`src/rtl/icx_regs.svh`:
```
`ifndef ICX_REGS_SVH
`define ICX_REGS_SVH
// register indices; byte address is four times the index
`define ICX_IDX_TIMER_LOW_COUNT 10'h106
`define ICX_IDX_HLD 10'h108
`define ICX_IDX_TIMER_HIGH_COUNT 10'h10A
`define ICX_IDX_PR2 10'h10C
`define ICX_IDX_PR3 10'h10E
`define ICX_IDX_TCON2 10'h110
`define ICX_IDX_TCON3 10'h112
`define ICX_IDX_INTERRUPT_FLAG_STATUS_REG0 10'h084
`define ICX_IDX_CFLG 10'h088
`define ICX_IDX_INTERRUPT_ENABLE_CTRL_REG0 10'h08C
`define ICX_IDX_CEN 10'h090
// capture page: buffer at 0x140 + 4n, control at 0x142 + 4n
`define ICX_CAP_PAGE 5'h0A
`define ICX_PR_RST 16'hFFFF
`define ICX_TCON_RST 16'h0000
`define ICX_TCON2_MASK 16'hA07A
`define ICX_TCON3_MASK 16'hA072
`define ICX_B_TON 15
`define ICX_B_HALT_IN_IDLE 13
`define ICX_B_GATED_ACCUMULATION_ENABLE 6
`define ICX_B_TCKPS 4
`define ICX_B_T32 3
`define ICX_B_TCS 1
`define ICX_B_TBIRQ 7
`define ICX_B_CSIDL 13
`define ICX_M_OFF 3'h0
`define ICX_M_EDGE 3'h1
`define ICX_M_FALL 3'h2
`define ICX_M_RISE 3'h3
`define ICX_M_RISE4 3'h4
`define ICX_M_RISE16 3'h5
`define ICX_M_WAKE 3'h7
`define ICX_PS_1 8'h00
`define ICX_PS_8 8'h07
`define ICX_PS_64 8'h3F
`define ICX_PS_256 8'hFF
`define ICX_RESP_OK 2'h0
`define ICX_RESP_ERR 2'h2
`endif

```
`src/rtl/icx_pkg.sv`:
```
`default_nettype none
package icx_pkg;
  typedef enum logic [1:0] {RD_IDLE, RD_WAIT, RD_RESP} icx_rd_state_type;
  typedef struct packed {
    logic sidl;
    logic tsel;
    logic [1:0] evsel;
    logic [2:0] mode;
  } icx_cap_ctrl_type;
endpackage
`default_nettype wire

```
`src/rtl/icx_chan.sv`:
```
`timescale 1ns/1ns
`default_nettype none
`include "icx_regs.svh"
module icx_chan import icx_pkg::*; #(
  parameter int DEPTH = 4,
  parameter int W = 16
) (
  // clock and reset
  input wire logic core_clk,
  input wire logic nrst,
  // pin events and core state
  input wire logic rise,
  input wire logic fall,
  input wire logic halt,
  // control, time base, read strobe
  input wire icx_cap_ctrl_type ctrl,
  input wire logic [W-1:0] tb,
  input wire logic rd,
  // status
  output logic [W-1:0] rd_data_q,
  output logic not_empty,
  output logic ovf_q,
  output logic evt,
  output logic wake
);
  localparam int CW = $clog2(DEPTH + 1);
  logic [W-1:0] mem_q [DEPTH];
  logic [CW-1:0] cnt_q;
  logic [CW-1:0] wr_idx;
  logic [3:0] pre_q;
  logic [1:0] evc_q;
  logic blk_q, hit, cap, full, store, ovf_evt, rd_eff, off;

  assign off = ctrl.mode == `ICX_M_OFF;
  assign full = cnt_q == CW'(DEPTH);
  assign cap = hit && !halt && !blk_q;
  assign store = cap && !full;
  assign ovf_evt = cap && full && ctrl.mode != `ICX_M_EDGE;
  assign rd_eff = rd && cnt_q != '0;
  assign wr_idx = cnt_q - CW'(rd_eff);
  assign not_empty = cnt_q != '0;
  assign wake = rise && ctrl.mode == `ICX_M_WAKE;

  always_comb begin
    unique case (ctrl.mode)
      `ICX_M_EDGE: hit = rise || fall;
      `ICX_M_FALL: hit = fall;
      `ICX_M_RISE, `ICX_M_WAKE: hit = rise;
      `ICX_M_RISE4: hit = rise && pre_q[1:0] == 2'h3;
      `ICX_M_RISE16: hit = rise && pre_q == 4'hF;
      default: hit = 1'b0;
    endcase
  end

  // edge prescaler
  always_ff @(posedge core_clk) begin
    if (!nrst || off) begin
      pre_q <= 4'h0;
    end else if (rise && !halt && (ctrl.mode == `ICX_M_RISE4 || ctrl.mode == `ICX_M_RISE16)) begin
      pre_q <= pre_q + 4'h1;
    end
  end

  // fill level, overflow and lock-out
  always_ff @(posedge core_clk) begin
    if (!nrst || off) begin
      cnt_q <= '0;
      ovf_q <= 1'b0;
      blk_q <= 1'b0;
    end else begin
      cnt_q <= cnt_q + CW'(store) - CW'(rd_eff);
      if (ovf_evt) begin
        ovf_q <= 1'b1;
        blk_q <= 1'b1;
      end else if (cnt_q == CW'(1) && rd_eff) begin
        blk_q <= 1'b0;
      end
    end
  end

  // storage shifts toward slot 0 so the oldest value is always at the head
  always_ff @(posedge core_clk) begin
    for (int i = 0; i < DEPTH; i++) begin
      if (rd_eff && i < DEPTH - 1) begin
        mem_q[i] <= mem_q[i+1];
      end
      if (store && wr_idx == CW'(i)) begin
        mem_q[i] <= tb;
      end
    end
  end

  // an empty read returns a stale head value
  always_ff @(posedge core_clk) begin
    if (!nrst) begin
      rd_data_q <= '0;
    end else if (rd) begin
      rd_data_q <= mem_q[0];
    end
  end

  // event counting toward the channel flag
  always_ff @(posedge core_clk) begin
    if (!nrst || off) begin
      evc_q <= 2'h0;
    end else if (store && ctrl.mode != `ICX_M_EDGE) begin
      evc_q <= (evc_q == ctrl.evsel) ? 2'h0 : evc_q + 2'h1;
    end
  end

  assign evt = (ctrl.mode == `ICX_M_EDGE) ? cap
             : (store && evc_q == ctrl.evsel) || (halt && wake);
endmodule
`default_nettype wire

```
`src/rtl/icx_top.sv`:
```
`timescale 1ns/1ns
`default_nettype none
`include "icx_regs.svh"
module icx_top import icx_pkg::*; #(
  parameter int CHANNELS = 8
) (
  // clock and reset
  input wire logic core_clk,
  input wire logic nrst,
  // axi4-lite write
  input wire logic awvalid,
  output logic awready,
  input wire logic [11:0] awaddr,
  input wire logic wvalid,
  output logic wready,
  input wire logic [31:0] wdata,
  input wire logic [3:0] wstrb,
  output logic bvalid,
  input wire logic bready,
  output logic [1:0] bresp,
  // axi4-lite read
  input wire logic arvalid,
  output logic arready,
  input wire logic [11:0] araddr,
  output logic rvalid,
  input wire logic rready,
  output logic [31:0] rdata,
  output logic [1:0] rresp,
  // pins
  input wire logic [CHANNELS-1:0] cap_pin,
  input wire logic gate_clk_pin,
  input wire logic t3_clk_pin,
  // core power state
  input wire logic cpu_sleep,
  input wire logic cpu_idle,
  // requests
  output logic timebase_irq_q,
  output logic [CHANNELS-1:0] capture_irq_q,
  output logic wake_req_q
);
  localparam int GP = CHANNELS;
  localparam int T3P = CHANNELS + 1;

  logic [CHANNELS+1:0] pin_s1_q, pin_s2_q, pin_p_q, rise, fall;
  logic [15:0] t2_q, t3_q, hld_q, pr2_q, pr3_q, tcon2_q, tcon3_q;
  logic [15:0] bm, wd, rv;
  logic [7:0] ps2_q, ps3_q;
  logic timebase_interrupt_flag_q, timebase_interrupt_enable_q, tb_set;
  logic [CHANNELS-1:0] cflg_q, cen_q, cevt, cwake, cne, covf;
  logic [15:0] cbuf [CHANNELS];
  icx_cap_ctrl_type cctl_q [CHANNELS];
  logic awready_q, wready_q, bvalid_q, arready_q, rvalid_q;
  logic [1:0] bresp_q, rresp_q;
  logic [31:0] rdata_q, wdata_q;
  logic [3:0] wstrb_q;
  logic [11:0] awaddr_q;
  logic aw_full_q, w_full_q, aw_full_d, w_full_d, wr_en, ar_hs, rok, rbuf_q;
  logic [9:0] widx, ridx;
  logic [2:0] rch_q;
  icx_rd_state_type st_q;
  logic wide, run2, run3, src2, src3, tick2, tick3, m32, clr2, clr3;
  logic we_cap;

  function automatic logic [15:0] mrg(input logic [15:0] o, input logic [15:0] m,
                                      input logic [15:0] d);
    return (o & ~m) | (d & m);
  endfunction

  function automatic logic [7:0] lim(input logic [1:0] sel);
    unique case (sel)
      2'h0: lim = `ICX_PS_1;
      2'h1: lim = `ICX_PS_8;
      2'h2: lim = `ICX_PS_64;
      2'h3: lim = `ICX_PS_256;
    endcase
  endfunction

  function automatic logic cap_page(input logic [9:0] i);
    return i[9:5] == `ICX_CAP_PAGE && !i[0] && int'(i[4:2]) < CHANNELS;
  endfunction

  function automatic logic mapped(input logic [9:0] i);
    return cap_page(i) || i == `ICX_IDX_TIMER_LOW_COUNT || i == `ICX_IDX_HLD || i == `ICX_IDX_TIMER_HIGH_COUNT
      || i == `ICX_IDX_PR2 || i == `ICX_IDX_PR3 || i == `ICX_IDX_TCON2
      || i == `ICX_IDX_TCON3 || i == `ICX_IDX_INTERRUPT_FLAG_STATUS_REG0 || i == `ICX_IDX_INTERRUPT_ENABLE_CTRL_REG0
      || i == `ICX_IDX_CFLG || i == `ICX_IDX_CEN;
  endfunction

  // pins are asynchronous: two flops, then a third for edge detection
  always_ff @(posedge core_clk) begin
    if (!nrst) begin
      pin_s1_q <= '0;
      pin_s2_q <= '0;
      pin_p_q <= '0;
    end else begin
      pin_s1_q <= {t3_clk_pin, gate_clk_pin, cap_pin};
      pin_s2_q <= pin_s1_q;
      pin_p_q <= pin_s2_q;
    end
  end
  assign rise = pin_s2_q & ~pin_p_q;
  assign fall = ~pin_s2_q & pin_p_q;

  // write channel: address and data accepted in either order
  assign wr_en = aw_full_q && w_full_q && !bvalid_q;
  assign aw_full_d = (awvalid && awready_q) || (aw_full_q && !wr_en);
  assign w_full_d = (wvalid && wready_q) || (w_full_q && !wr_en);
  assign widx = awaddr_q[11:2];
  assign bm = {{8{wstrb_q[1]}}, {8{wstrb_q[0]}}};
  assign wd = wdata_q[15:0];
  assign we_cap = wr_en && cap_page(widx) && widx[1];

  always_ff @(posedge core_clk) begin
    if (!nrst) begin
      aw_full_q <= 1'b0;
      w_full_q <= 1'b0;
      awready_q <= 1'b0;
      wready_q <= 1'b0;
      bvalid_q <= 1'b0;
      bresp_q <= `ICX_RESP_OK;
    end else begin
      aw_full_q <= aw_full_d;
      w_full_q <= w_full_d;
      awready_q <= !aw_full_d;
      wready_q <= !w_full_d;
      if (wr_en) begin
        bvalid_q <= 1'b1;
        bresp_q <= mapped(widx) ? `ICX_RESP_OK : `ICX_RESP_ERR;
      end else if (bready) begin
        bvalid_q <= 1'b0;
      end
    end
  end

  always_ff @(posedge core_clk) begin
    if (!nrst) begin
      awaddr_q <= 12'h000;
      wdata_q <= 32'h0000_0000;
      wstrb_q <= 4'h0;
    end else begin
      if (awvalid && awready_q) awaddr_q <= awaddr;
      if (wvalid && wready_q) begin
        wdata_q <= wdata;
        wstrb_q <= wstrb;
      end
    end
  end

  // timer pair; the second pair does not exist here, so capture sees only this one
  assign wide = tcon2_q[`ICX_B_T32];
  assign run2 = tcon2_q[`ICX_B_TON] && !cpu_sleep && !(cpu_idle && tcon2_q[`ICX_B_HALT_IN_IDLE]);
  assign run3 = tcon3_q[`ICX_B_TON] && !cpu_sleep && !(cpu_idle && tcon3_q[`ICX_B_HALT_IN_IDLE]);
  assign src2 = tcon2_q[`ICX_B_TCS] ? rise[GP] : (tcon2_q[`ICX_B_GATED_ACCUMULATION_ENABLE] ? pin_s2_q[GP] : 1'b1);
  assign src3 = tcon3_q[`ICX_B_TCS] ? rise[T3P] : (tcon3_q[`ICX_B_GATED_ACCUMULATION_ENABLE] ? pin_s2_q[T3P] : 1'b1);
  assign tick2 = run2 && src2 && ps2_q == lim(tcon2_q[`ICX_B_TCKPS+:2]);
  assign tick3 = !wide && run3 && src3 && ps3_q == lim(tcon3_q[`ICX_B_TCKPS+:2]);
  assign m32 = {t3_q, t2_q} == {pr3_q, pr2_q};
  assign clr2 = wr_en && (widx == `ICX_IDX_TIMER_LOW_COUNT || widx == `ICX_IDX_TCON2);
  assign clr3 = wr_en && (widx == `ICX_IDX_TIMER_HIGH_COUNT || widx == `ICX_IDX_TCON3);

  always_ff @(posedge core_clk) begin
    if (!nrst || clr2) ps2_q <= 8'h00;
    else if (run2 && src2) ps2_q <= tick2 ? 8'h00 : ps2_q + 8'h01;
  end

  always_ff @(posedge core_clk) begin
    if (!nrst || clr3) ps3_q <= 8'h00;
    else if (!wide && run3 && src3) ps3_q <= tick3 ? 8'h00 : ps3_q + 8'h01;
  end

  // counts; a bus write wins over a tick in the same cycle
  always_ff @(posedge core_clk) begin
    if (!nrst) begin
      t2_q <= 16'h0000;
      t3_q <= 16'h0000;
    end else begin
      if (wide && tick2) begin
        {t3_q, t2_q} <= m32 ? 32'h0000_0000 : {t3_q, t2_q} + 32'h0000_0001;
      end else begin
        if (!wide && tick2) t2_q <= (t2_q == pr2_q) ? 16'h0000 : t2_q + 16'h0001;
        if (tick3) t3_q <= (t3_q == pr3_q) ? 16'h0000 : t3_q + 16'h0001;
      end
      if (wr_en && widx == `ICX_IDX_TIMER_LOW_COUNT) begin
        t2_q <= mrg(t2_q, bm, wd);
        if (wide) t3_q <= hld_q;
      end
      if (wr_en && widx == `ICX_IDX_TIMER_HIGH_COUNT) t3_q <= mrg(t3_q, bm, wd);
    end
  end

  // reading the low count latches the high count for a coherent 32-bit view
  always_ff @(posedge core_clk) begin
    if (!nrst) hld_q <= 16'h0000;
    else if (ar_hs && ridx == `ICX_IDX_TIMER_LOW_COUNT) hld_q <= t3_q;
    else if (wr_en && widx == `ICX_IDX_HLD) hld_q <= mrg(hld_q, bm, wd);
  end

  always_ff @(posedge core_clk) begin
    if (!nrst) begin
      pr2_q <= `ICX_PR_RST;
      pr3_q <= `ICX_PR_RST;
      tcon2_q <= `ICX_TCON_RST;
      tcon3_q <= `ICX_TCON_RST;
    end else if (wr_en) begin
      if (widx == `ICX_IDX_PR2) pr2_q <= mrg(pr2_q, bm, wd);
      if (widx == `ICX_IDX_PR3) pr3_q <= mrg(pr3_q, bm, wd);
      if (widx == `ICX_IDX_TCON2) tcon2_q <= mrg(tcon2_q, bm, wd) & `ICX_TCON2_MASK;
      if (widx == `ICX_IDX_TCON3) tcon3_q <= mrg(tcon3_q, bm, wd) & `ICX_TCON3_MASK;
    end
  end

  // timebase flag: a hardware set wins over a software clear in the same cycle
  assign tb_set = (wide && tick2 && m32) || (tick3 && t3_q == pr3_q)
    || (wide && tcon2_q[`ICX_B_TON] && tcon2_q[`ICX_B_GATED_ACCUMULATION_ENABLE] && !tcon2_q[`ICX_B_TCS]
        && fall[GP]);
  always_ff @(posedge core_clk) begin
    if (!nrst) begin
      timebase_interrupt_flag_q <= 1'b0;
      timebase_interrupt_enable_q <= 1'b0;
    end else begin
      if (tb_set) timebase_interrupt_flag_q <= 1'b1;
      else if (wr_en && widx == `ICX_IDX_INTERRUPT_FLAG_STATUS_REG0 && wstrb_q[0]) timebase_interrupt_flag_q <= wd[`ICX_B_TBIRQ];
      if (wr_en && widx == `ICX_IDX_INTERRUPT_ENABLE_CTRL_REG0 && wstrb_q[0]) timebase_interrupt_enable_q <= wd[`ICX_B_TBIRQ];
    end
  end

  // capture channel control, flags and enables
  always_ff @(posedge core_clk) begin
    if (!nrst) begin
      for (int i = 0; i < CHANNELS; i++) cctl_q[i] <= '0;
    end else if (we_cap) begin
      for (int i = 0; i < CHANNELS; i++) begin
        if (widx[4:2] == 3'(i)) begin
          if (wstrb_q[1]) cctl_q[i].sidl <= wd[`ICX_B_CSIDL];
          if (wstrb_q[0]) {cctl_q[i].tsel, cctl_q[i].evsel, cctl_q[i].mode} <= {wd[7:5], wd[2:0]};
        end
      end
    end
  end

  always_ff @(posedge core_clk) begin
    if (!nrst) begin
      cflg_q <= '0;
      cen_q <= '0;
    end else begin
      if (wr_en && widx == `ICX_IDX_CFLG && wstrb_q[0]) cflg_q <= cevt | wdata_q[CHANNELS-1:0];
      else cflg_q <= cflg_q | cevt;
      if (wr_en && widx == `ICX_IDX_CEN && wstrb_q[0]) cen_q <= wdata_q[CHANNELS-1:0];
    end
  end

  always_ff @(posedge core_clk) begin
    if (!nrst) begin
      timebase_irq_q <= 1'b0;
      capture_irq_q <= '0;
      wake_req_q <= 1'b0;
    end else begin
      timebase_irq_q <= timebase_interrupt_flag_q && timebase_interrupt_enable_q;
      capture_irq_q <= cflg_q & cen_q;
      wake_req_q <= |(cwake & cen_q);
    end
  end

  for (genvar g = 0; g < CHANNELS; g++) begin : g_ch
    icx_chan u_chan (
      .core_clk(core_clk),
      .nrst(nrst),
      .rise(rise[g]),
      .fall(fall[g]),
      .halt(cpu_sleep || (cpu_idle && cctl_q[g].sidl)),
      .ctrl(cctl_q[g]),
      .tb(cctl_q[g].tsel ? t2_q : t3_q),
      .rd(ar_hs && cap_page(ridx) && !ridx[1] && ridx[4:2] == 3'(g)),
      .rd_data_q(cbuf[g]),
      .not_empty(cne[g]),
      .ovf_q(covf[g]),
      .evt(cevt[g]),
      .wake(cwake[g])
    );

  end

  // read path: registers sampled at address acceptance, buffer one cycle later
  assign ar_hs = arvalid && arready_q;
  assign ridx = araddr[11:2];
  assign rok = mapped(ridx);

  always_comb begin
    rv = 16'h0000;
    if (cap_page(ridx)) begin
      if (ridx[1]) begin
        rv = {2'h0, cctl_q[ridx[4:2]].sidl, 5'h00, cctl_q[ridx[4:2]].tsel,
              cctl_q[ridx[4:2]].evsel, covf[ridx[4:2]], cne[ridx[4:2]],
              cctl_q[ridx[4:2]].mode};
      end
    end else begin
      case (ridx)
        `ICX_IDX_TIMER_LOW_COUNT: rv = t2_q;
        `ICX_IDX_HLD: rv = hld_q;
        `ICX_IDX_TIMER_HIGH_COUNT: rv = t3_q;
        `ICX_IDX_PR2: rv = pr2_q;
        `ICX_IDX_PR3: rv = pr3_q;
        `ICX_IDX_TCON2: rv = tcon2_q;
        `ICX_IDX_TCON3: rv = tcon3_q;
        `ICX_IDX_INTERRUPT_FLAG_STATUS_REG0: rv = {8'h00, timebase_interrupt_flag_q, 7'h00};
        `ICX_IDX_INTERRUPT_ENABLE_CTRL_REG0: rv = {8'h00, timebase_interrupt_enable_q, 7'h00};
        `ICX_IDX_CFLG: rv = 16'(cflg_q);
        `ICX_IDX_CEN: rv = 16'(cen_q);
        default: rv = 16'h0000;
      endcase
    end
  end

  always_ff @(posedge core_clk) begin
    if (!nrst) begin
      st_q <= RD_IDLE;
      arready_q <= 1'b0;
      rvalid_q <= 1'b0;
      rdata_q <= 32'h0000_0000;
      rresp_q <= `ICX_RESP_OK;
      rbuf_q <= 1'b0;
      rch_q <= 3'h0;
    end else begin
      unique case (st_q)
        RD_IDLE: begin
          arready_q <= !ar_hs;
          if (ar_hs) begin
            st_q <= RD_WAIT;
            rdata_q <= {16'h0000, rv};
            rresp_q <= rok ? `ICX_RESP_OK : `ICX_RESP_ERR;
            rbuf_q <= cap_page(ridx) && !ridx[1];
            rch_q <= ridx[4:2];
          end
        end
        RD_WAIT: begin
          if (rbuf_q) rdata_q <= {16'h0000, cbuf[rch_q]};
          rvalid_q <= 1'b1;
          st_q <= RD_RESP;
        end
        RD_RESP: begin
          if (rready) begin
            rvalid_q <= 1'b0;
            arready_q <= 1'b1;
            st_q <= RD_IDLE;
          end
        end
      endcase
    end
  end

  assign awready = awready_q;
  assign wready = wready_q;
  assign bvalid = bvalid_q;
  assign bresp = bresp_q;
  assign arready = arready_q;
  assign rvalid = rvalid_q;
  assign rdata = rdata_q;
  assign rresp = rresp_q;
endmodule
`default_nettype wire

```
`config.mk`:
```
export PLATFORM = sky130hd
export DESIGN_NAME = icx_top
export DESIGN_NICKNAME = d
export VERILOG_FILES = /design/src/rtl/icx_pkg.sv /design/src/rtl/icx_chan.sv /design/src/rtl/icx_top.sv
export VERILOG_INCLUDE_DIRS = /design/src /design/src/rtl
export SDC_FILE = /design/constraint.sdc
export NUM_CORES = 2
export LEC_CHECK = 0
export BUFFER_PORTS_ARGS = -buffer_cell sky130_fd_sc_hd__buf_2
export CORE_MARGIN = 5
export CORE_UTILIZATION = 60
export CTS_BUF_LIST = sky130_fd_sc_hd__clkbuf_2
export DETAILED_ROUTE_END_ITERATION = 8
export PLACE_DENSITY_LB_ADDON = 0.2
export SYNTH_ARGS = -nofsm -noshare
export SYNTH_HDL_FRONTEND = slang
export SYNTH_SLANG_ARGS = --single-unit
```
`constraint.sdc`:
```
create_clock -name core_clk -period 7.3 [get_ports core_clk]
set_input_delay 0.365 -clock core_clk [delete_from_list [all_inputs] [get_ports core_clk]]
set_output_delay 0.365 -clock core_clk [all_outputs]
set_load 0.05 [all_outputs]
```
## Word level (Yosys, flattened, before mapping)

Memories as Yosys holds them, arrays and structs flattened. A register that Yosys moved wholly into a read port is not among the register bits.
Index checks and enable logic that the tools add are counted.

- Input bits: 79
- Memory bits (writable): 512
- Memories kept: 8
- Logic and storage cells: 1,032
- Output and inout bits: 51
- Register bits: 390

- Eq/ne operators: 174
- Add/subtract/negate cells: 45
- Reduce and logical (&&, ||, !) cells: 418
- Mux-type cells: 227
- Magnitude comparators: 3
- Bitwise operators: 50

Memories:

| name | words | width | read ports | clocked after memory_dff | write ports | line | RTL |
|---|---|---|---|---|---|---|---|
| g_ch[0].u_chan.mem_q | 4 | 16 | 4 | 1 | 3 | icx_chan.sv:27 | `logic [W-1:0] mem_q [DEPTH];` |
| g_ch[1].u_chan.mem_q | 4 | 16 | 4 | 1 | 3 | icx_chan.sv:27 |  |
| g_ch[2].u_chan.mem_q | 4 | 16 | 4 | 1 | 3 | icx_chan.sv:27 |  |
| g_ch[3].u_chan.mem_q | 4 | 16 | 4 | 1 | 3 | icx_chan.sv:27 |  |
| g_ch[4].u_chan.mem_q | 4 | 16 | 4 | 1 | 3 | icx_chan.sv:27 |  |
| g_ch[5].u_chan.mem_q | 4 | 16 | 4 | 1 | 3 | icx_chan.sv:27 |  |
| +2 memories | - | - | - | - | - | - |  |

Operators with widths:

| kind | number |
|---|---|
| $mux W16 | 55 |
| $logic_and A1 B1 Y1 | 216 |
| $pmux W16 S11 | 1 |
| $eq A10 B9 Y1 const B | 14 |
| $and A16 B16 Y16 | 8 |
| $reduce_or A16 Y1 | 8 |
| $mux W1 | 124 |
| $eq A3 B3 Y1 const B | 40 |
| $or A16 B16 Y16 | 7 |
| $eq A3 B2 Y1 const B | 36 |
| $mux W32 | 3 |
| $eq A10 B8 Y1 const B | 8 |
| $eq A3 B1 Y1 const B | 26 |
| $logic_or A1 B1 Y1 | 70 |
| $pmux W32 S2 | 1 |
| $pmux W8 S4 | 2 |
| $logic_not A3 Y1 | 18 |
| $reduce_and A3 Y1 | 17 |
| $bmux W16 S3 | 1 |
| $sub A3 B1 Y3 | 16 |
| $logic_not A1 Y1 | 46 |
| $mux W2 | 20 |
| $pmux W1 S5 | 8 |
| $add A16 B1 Y16 const B | 2 |
| 39 further kinds | 170 |

## Depth between registers and ports, before layout

- Word-level depth: 14
- Depth in mapped cells: 15
- Gate-level depth less buffers: 13

## Modules after synthesis

Synthesis repeated with hierarchy kept, for this count alone.

- Cells, all modules: 4,033
- Area total of the unflattened synthesis: 48,461.5 um2

By module, submodules not included:

| module | instances | area an instance (um2) | cells each |
|---|---|---|---|
| icx_top | 1 | 16,752.3 | 1,951 |
| icx_chan (g_ch[1].u_chan ...) | 2 | 3,916.3 | 265 |
| icx_chan (g_ch[6].u_chan) | 1 | 4,032.6 | 261 |
| icx_chan (g_ch[7].u_chan) | 1 | 3,996.3 | 261 |
| icx_chan (g_ch[3].u_chan) | 1 | 3,992.6 | 257 |
| icx_chan (g_ch[5].u_chan) | 1 | 3,967.6 | 254 |
| icx_chan (g_ch[0].u_chan) | 1 | 3,952.5 | 263 |
| icx_chan (g_ch[2].u_chan) | 1 | 3,935.0 | 256 |

## Least setup slack after synthesis

No wires, ideal clock.

- Path type: flip-flop to flip-flop
- Start: reg arready_q, in the netlist arready
- End: mem g_ch[7].u_chan.mem_q[1][0], enable pin
- Setup slack: 2.942 ns
- Arrival time: 3.893 ns
- Path buffers: 2
- Period minus slack after synthesis: 4.358 ns
- Stages on the path, launching flop included: 12
- Cell sequence: dfxtp_1 > nand2_1 > nor4b_1 > nand3_1 > clkbuf_1 > nor2_1 > ha_1 > inv_1 > ha_1 > nand3b_1 > clkbuf_1 > o21ai_0

RTL lines:

| what | line | RTL |
|---|---|---|
| start: declaration | icx_top.sv:52 | `logic awready_q, wready_q, bvalid_q, arready_q, rvalid_q;` |
| start signal: assignment | icx_top.sv:326 | `arready_q <= !ar_hs;` |
| end: declaration | icx_chan.sv:27 |  |

==> flow_summary.yaml <==
status:
  status: "complete, but fails checks"
  failed_checks: "DRC"
global_route:
  grt_use_total_pct: 32.8
  grt_max_degree: 128
  grt_pass1_vias: 34642
  grt_pass1_wl_um: 212000
  antenna_found_initial: 12
  grt-ovfl-total: 0
sta:
  worst_slew_pin_slew_ns: 1.29
  post-route-min-period_ns: 5.43
  slew_violations: 0
  period_share_pct: 74.4
  fmax_mhz: 184
  relSlewSlack_pct: 13.5
  fin_tns_setup_ns: 0
  setup_slack_ns: 1.87
  skew_ns: 0.106
  rsz0062_at_grt: "false"
  hold_viol: 0
  setup_violations: 0
drt:
  wl_um: 143000
  drtIter0Drc: 4423
  vias: 36047
  routed-wl-met3_um: 15700
  wire_per_inst_um: 24.5
  drt-met1-wl_um: 54100
  drc: 2
  top_layer_used: "met5"
  wl_met2_um: 62400
  vias_per_cell: 6.19
  first_pass_iters: 9
  postRouteAntennaNets: 0
floorplanning:
  fp.dieH_um: 290
  die_area_um2: 84000
  die-width_um: 290
  start_util_pct: 60.6
  num_io_pins: 130
  rows: 102
  core-area_um2: 77600
synthesis:
  synth_ff_type: "edfxtp_1"
  synth_commonest_cells: "618 x nand2_1, 512 x edfxtp_1, 498 x dfxtp_1, 425 x mux2_2, 309 x a21oi_1"
  yosysTopAreaCellShare_pct: 32.7
  syn_area_per_cell_um2: 11.1
  synth_cells: 4244
  synth_area_leaders: "edfxtp_1 33%, dfxtp_1 21%, mux2_2 10%, nand2_1 4.9%, a21oi_1 3.3%"
  yosysTopAreaCell: "edfxtp_1"
  synth_most_common_cell: "nand2_1"
  netlist-cell-type-count: 92
  synthArstFlopShare_pct: 0
  synth-seq-cells: 1010
  yosysWarnings: 0
  ys_seq_area_share_pct: 53.9
  synth.cell_area_um2: 47000
  synth_edf_count: 512
placement:
  portBuffers: 89
  gp_congestion: 0.985
  pre_cts_ws_ns: 1.93
  dp_cells: 5185
  hpwl_um: 92600
  place_area_um2: 48300
critical_path:
  required_ns: 8.47
  startpoint: "araddr[2]"
  crit_type: "in -> reg"
  cp-end-kind: "flop"
  critPathLaunchType: "primary input"
  cp.arrival_ns: 6.59
  r2r-start: "arready$_SDFFE_PN0P_"
  cp_max_fo: 19
worst_hold_path:
  hp-class: "in -> reg"
  hp-start: "arvalid"
pwr:
  vdd_drop_max_v: 0.000178
  pwr-share-seq_pct: 57.8
  p_clk_share_pct: 35.4
  power_frac_comb_pct: 6.7
  intPower_mw: 7.60
  p_per_area_nw_per_um2: 202
  leakage_nw: 18.9
  power_switching_mw: 2.96
  netSwitchingFraction_pct: 28.1
cts:
  cts_buffers: 241
  htreeDepth: 4
  clkSlewWorstSetupHoldPaths_ns: 0.10
  cts_buffer_depth: 3
  root_buffer: "clkbuf_2"
  cts_tree: "built"
  cts_resized: 0
  cts_sinks: 1010
  clock_latency_ns: 1.52
final_layout:
  nets: 4723
  finalNonFillerCells: 5826
  syn2layout_area_growth_pct: 11.5
  fin_area_um2: 52400
  drive_gt1_share_pct: 23.1
  nFillCells: 6004
job:
  drv_cap: 0
-- worst max-delay path: stages --
cell and delay (ns):
dlygate4sd3_1 0.53, buf_2 0.19, nor2_1 0.13, dlygate4sd3_1 0.60, nand2_1 0.15, dlygate4sd3_1 0.71
nor4_1 0.68, nand2_1 0.66, nor2_1 0.31, ha_1 0.26, ha_1 0.18, xnor2_1 0.16
nand2_2 0.13, or3_1 0.74, o21ai_1 0.46, buf_4 0.30
-- cells in the final DEF, fill, tap and decap left out, types with 44 or more instances in the layout --
master         netlist  routed
ha_1                63      63
xor2_1              78      78
mux4_2              50      50
clkbuf_2             0     369
xnor2_1             44      44
a21oi_1            309     308
buf_2               28      88
dfxtp_1            498     496
edfxtp_1           512     512
mux2i_1            114     114
clkinv_1             0      60
nand3_1            115     115
nor2_1             236     236
and3_1              44      44
nand2_1            618     618
dlygate4sd3_1        0     185
inv_1               98      97
buf_4               23      92
o21ai_0            131     118
and2_1              57      57
mux2_2             425     425
nor3_1              46      44
-- final cells by class --
cell class | count | area (µm²) | area share [%]
sequential | 1010 | 25300 | 48.4
multi-input combinational | 2856 | 20100 | 38.4
timing repair buffer | 366 | 3000 | 5.73
clock buffer | 369 | 1850 | 3.52
tap | 1040 | 1300 | 2.48
clock inverter | 78 | 383 | 0.731
inverter | 98 | 375 | 0.716
antenna | 9 | 22.5 | 0.0430
-- registers in the layout, summed over array words and instances (netlist names), 10 cells and up, named ones only --
register	cells
cctl_q	56
g_ch.u_chan.pre_q	32
wdata_q	16
pin_p_q	10
g_ch.u_chan.mem_q	512
g_ch.u_chan.cnt_q	24
pin_s1_q	10
g_ch.u_chan.rd_data_q	128
g_ch.u_chan.evc_q	16
pin_s2_q	10
awaddr_q	10
rdata	16
-- timing repair --
| item | CTS | global route |
|---|---|---|
| setup buffers | 0 | 0 |
| hold endpoints to repair | 497 | 0 |
| hold buffers | 185 | 0 |
| setup endpoints to repair | 0 | 0 |
-- routing by layer --
layer	track usage [%]	vias up
met1	42.7	17197
met2	49.5	2186
met5	0	-
met3	8.62	527
li1	-	16135
met4	20.2	2
-- through the flow --
stage | util, % | hold WS [ns] | total power [mW]
after global placement | 62.2 | 0.419 | 6.84
after detailed placement | 62.2 | 0.421 | 6.85
after floorplan | - | 0.412 | 6.62
after CTS | 67.5 | 0.0104 | 10.6
after global routing | 67.5 | 0.109 | 11.0
final | 67.5 | 0.190 | 10.6
-- power by group through the flow --
| stage | Combinational, mW | Clock, mW | Sequential, mW |
|---|---|---|---|
| after floorplan | 0.310 | 0 | 6.31 |
| after global placement | 0.611 | 0 | 6.23 |
| after detailed placement | 0.617 | 0 | 6.23 |
| after CTS | 0.693 | 3.79 | 6.10 |
| after global routing | 0.751 | 4.13 | 6.11 |
| final | 0.711 | 3.74 | 6.11 |
-- final timing paths --
kind         cells after the start  slack, ns                                   end
max                             16       1.87  g_ch[2].u_chan.mem_q[0][2]$_DFFE_PP_
min reg2reg                      1       0.44                pin_s2_q[5]$_SDFF_PN0_
min                              6       0.19                                  flop
max reg2reg                     11       2.46  g_ch[2].u_chan.mem_q[0][2]$_DFFE_PP_
-- logic make-up (layout without fill, tap and decap cells) --
family | after synthesis | after routing | share of synthesized area [%]
AO/OA/AOI/OAI | 702 | 702 | 9.11
XOR/XNOR | 122 | 122 | 2.27
adder cells (fa/ha/maj) | 71 | 71 | 2.02
buffers and inverters | 395 | 911 | 3.46
flip-flops | 1010 | 1010 | 53.9
multiplexers | 639 | 639 | 16.3
other | 1 | 27 | 0.00798
AND/OR/NAND/NOR | 1304 | 1304 | 12.9
No activity file was read; power rests on OpenSTA's default activity.
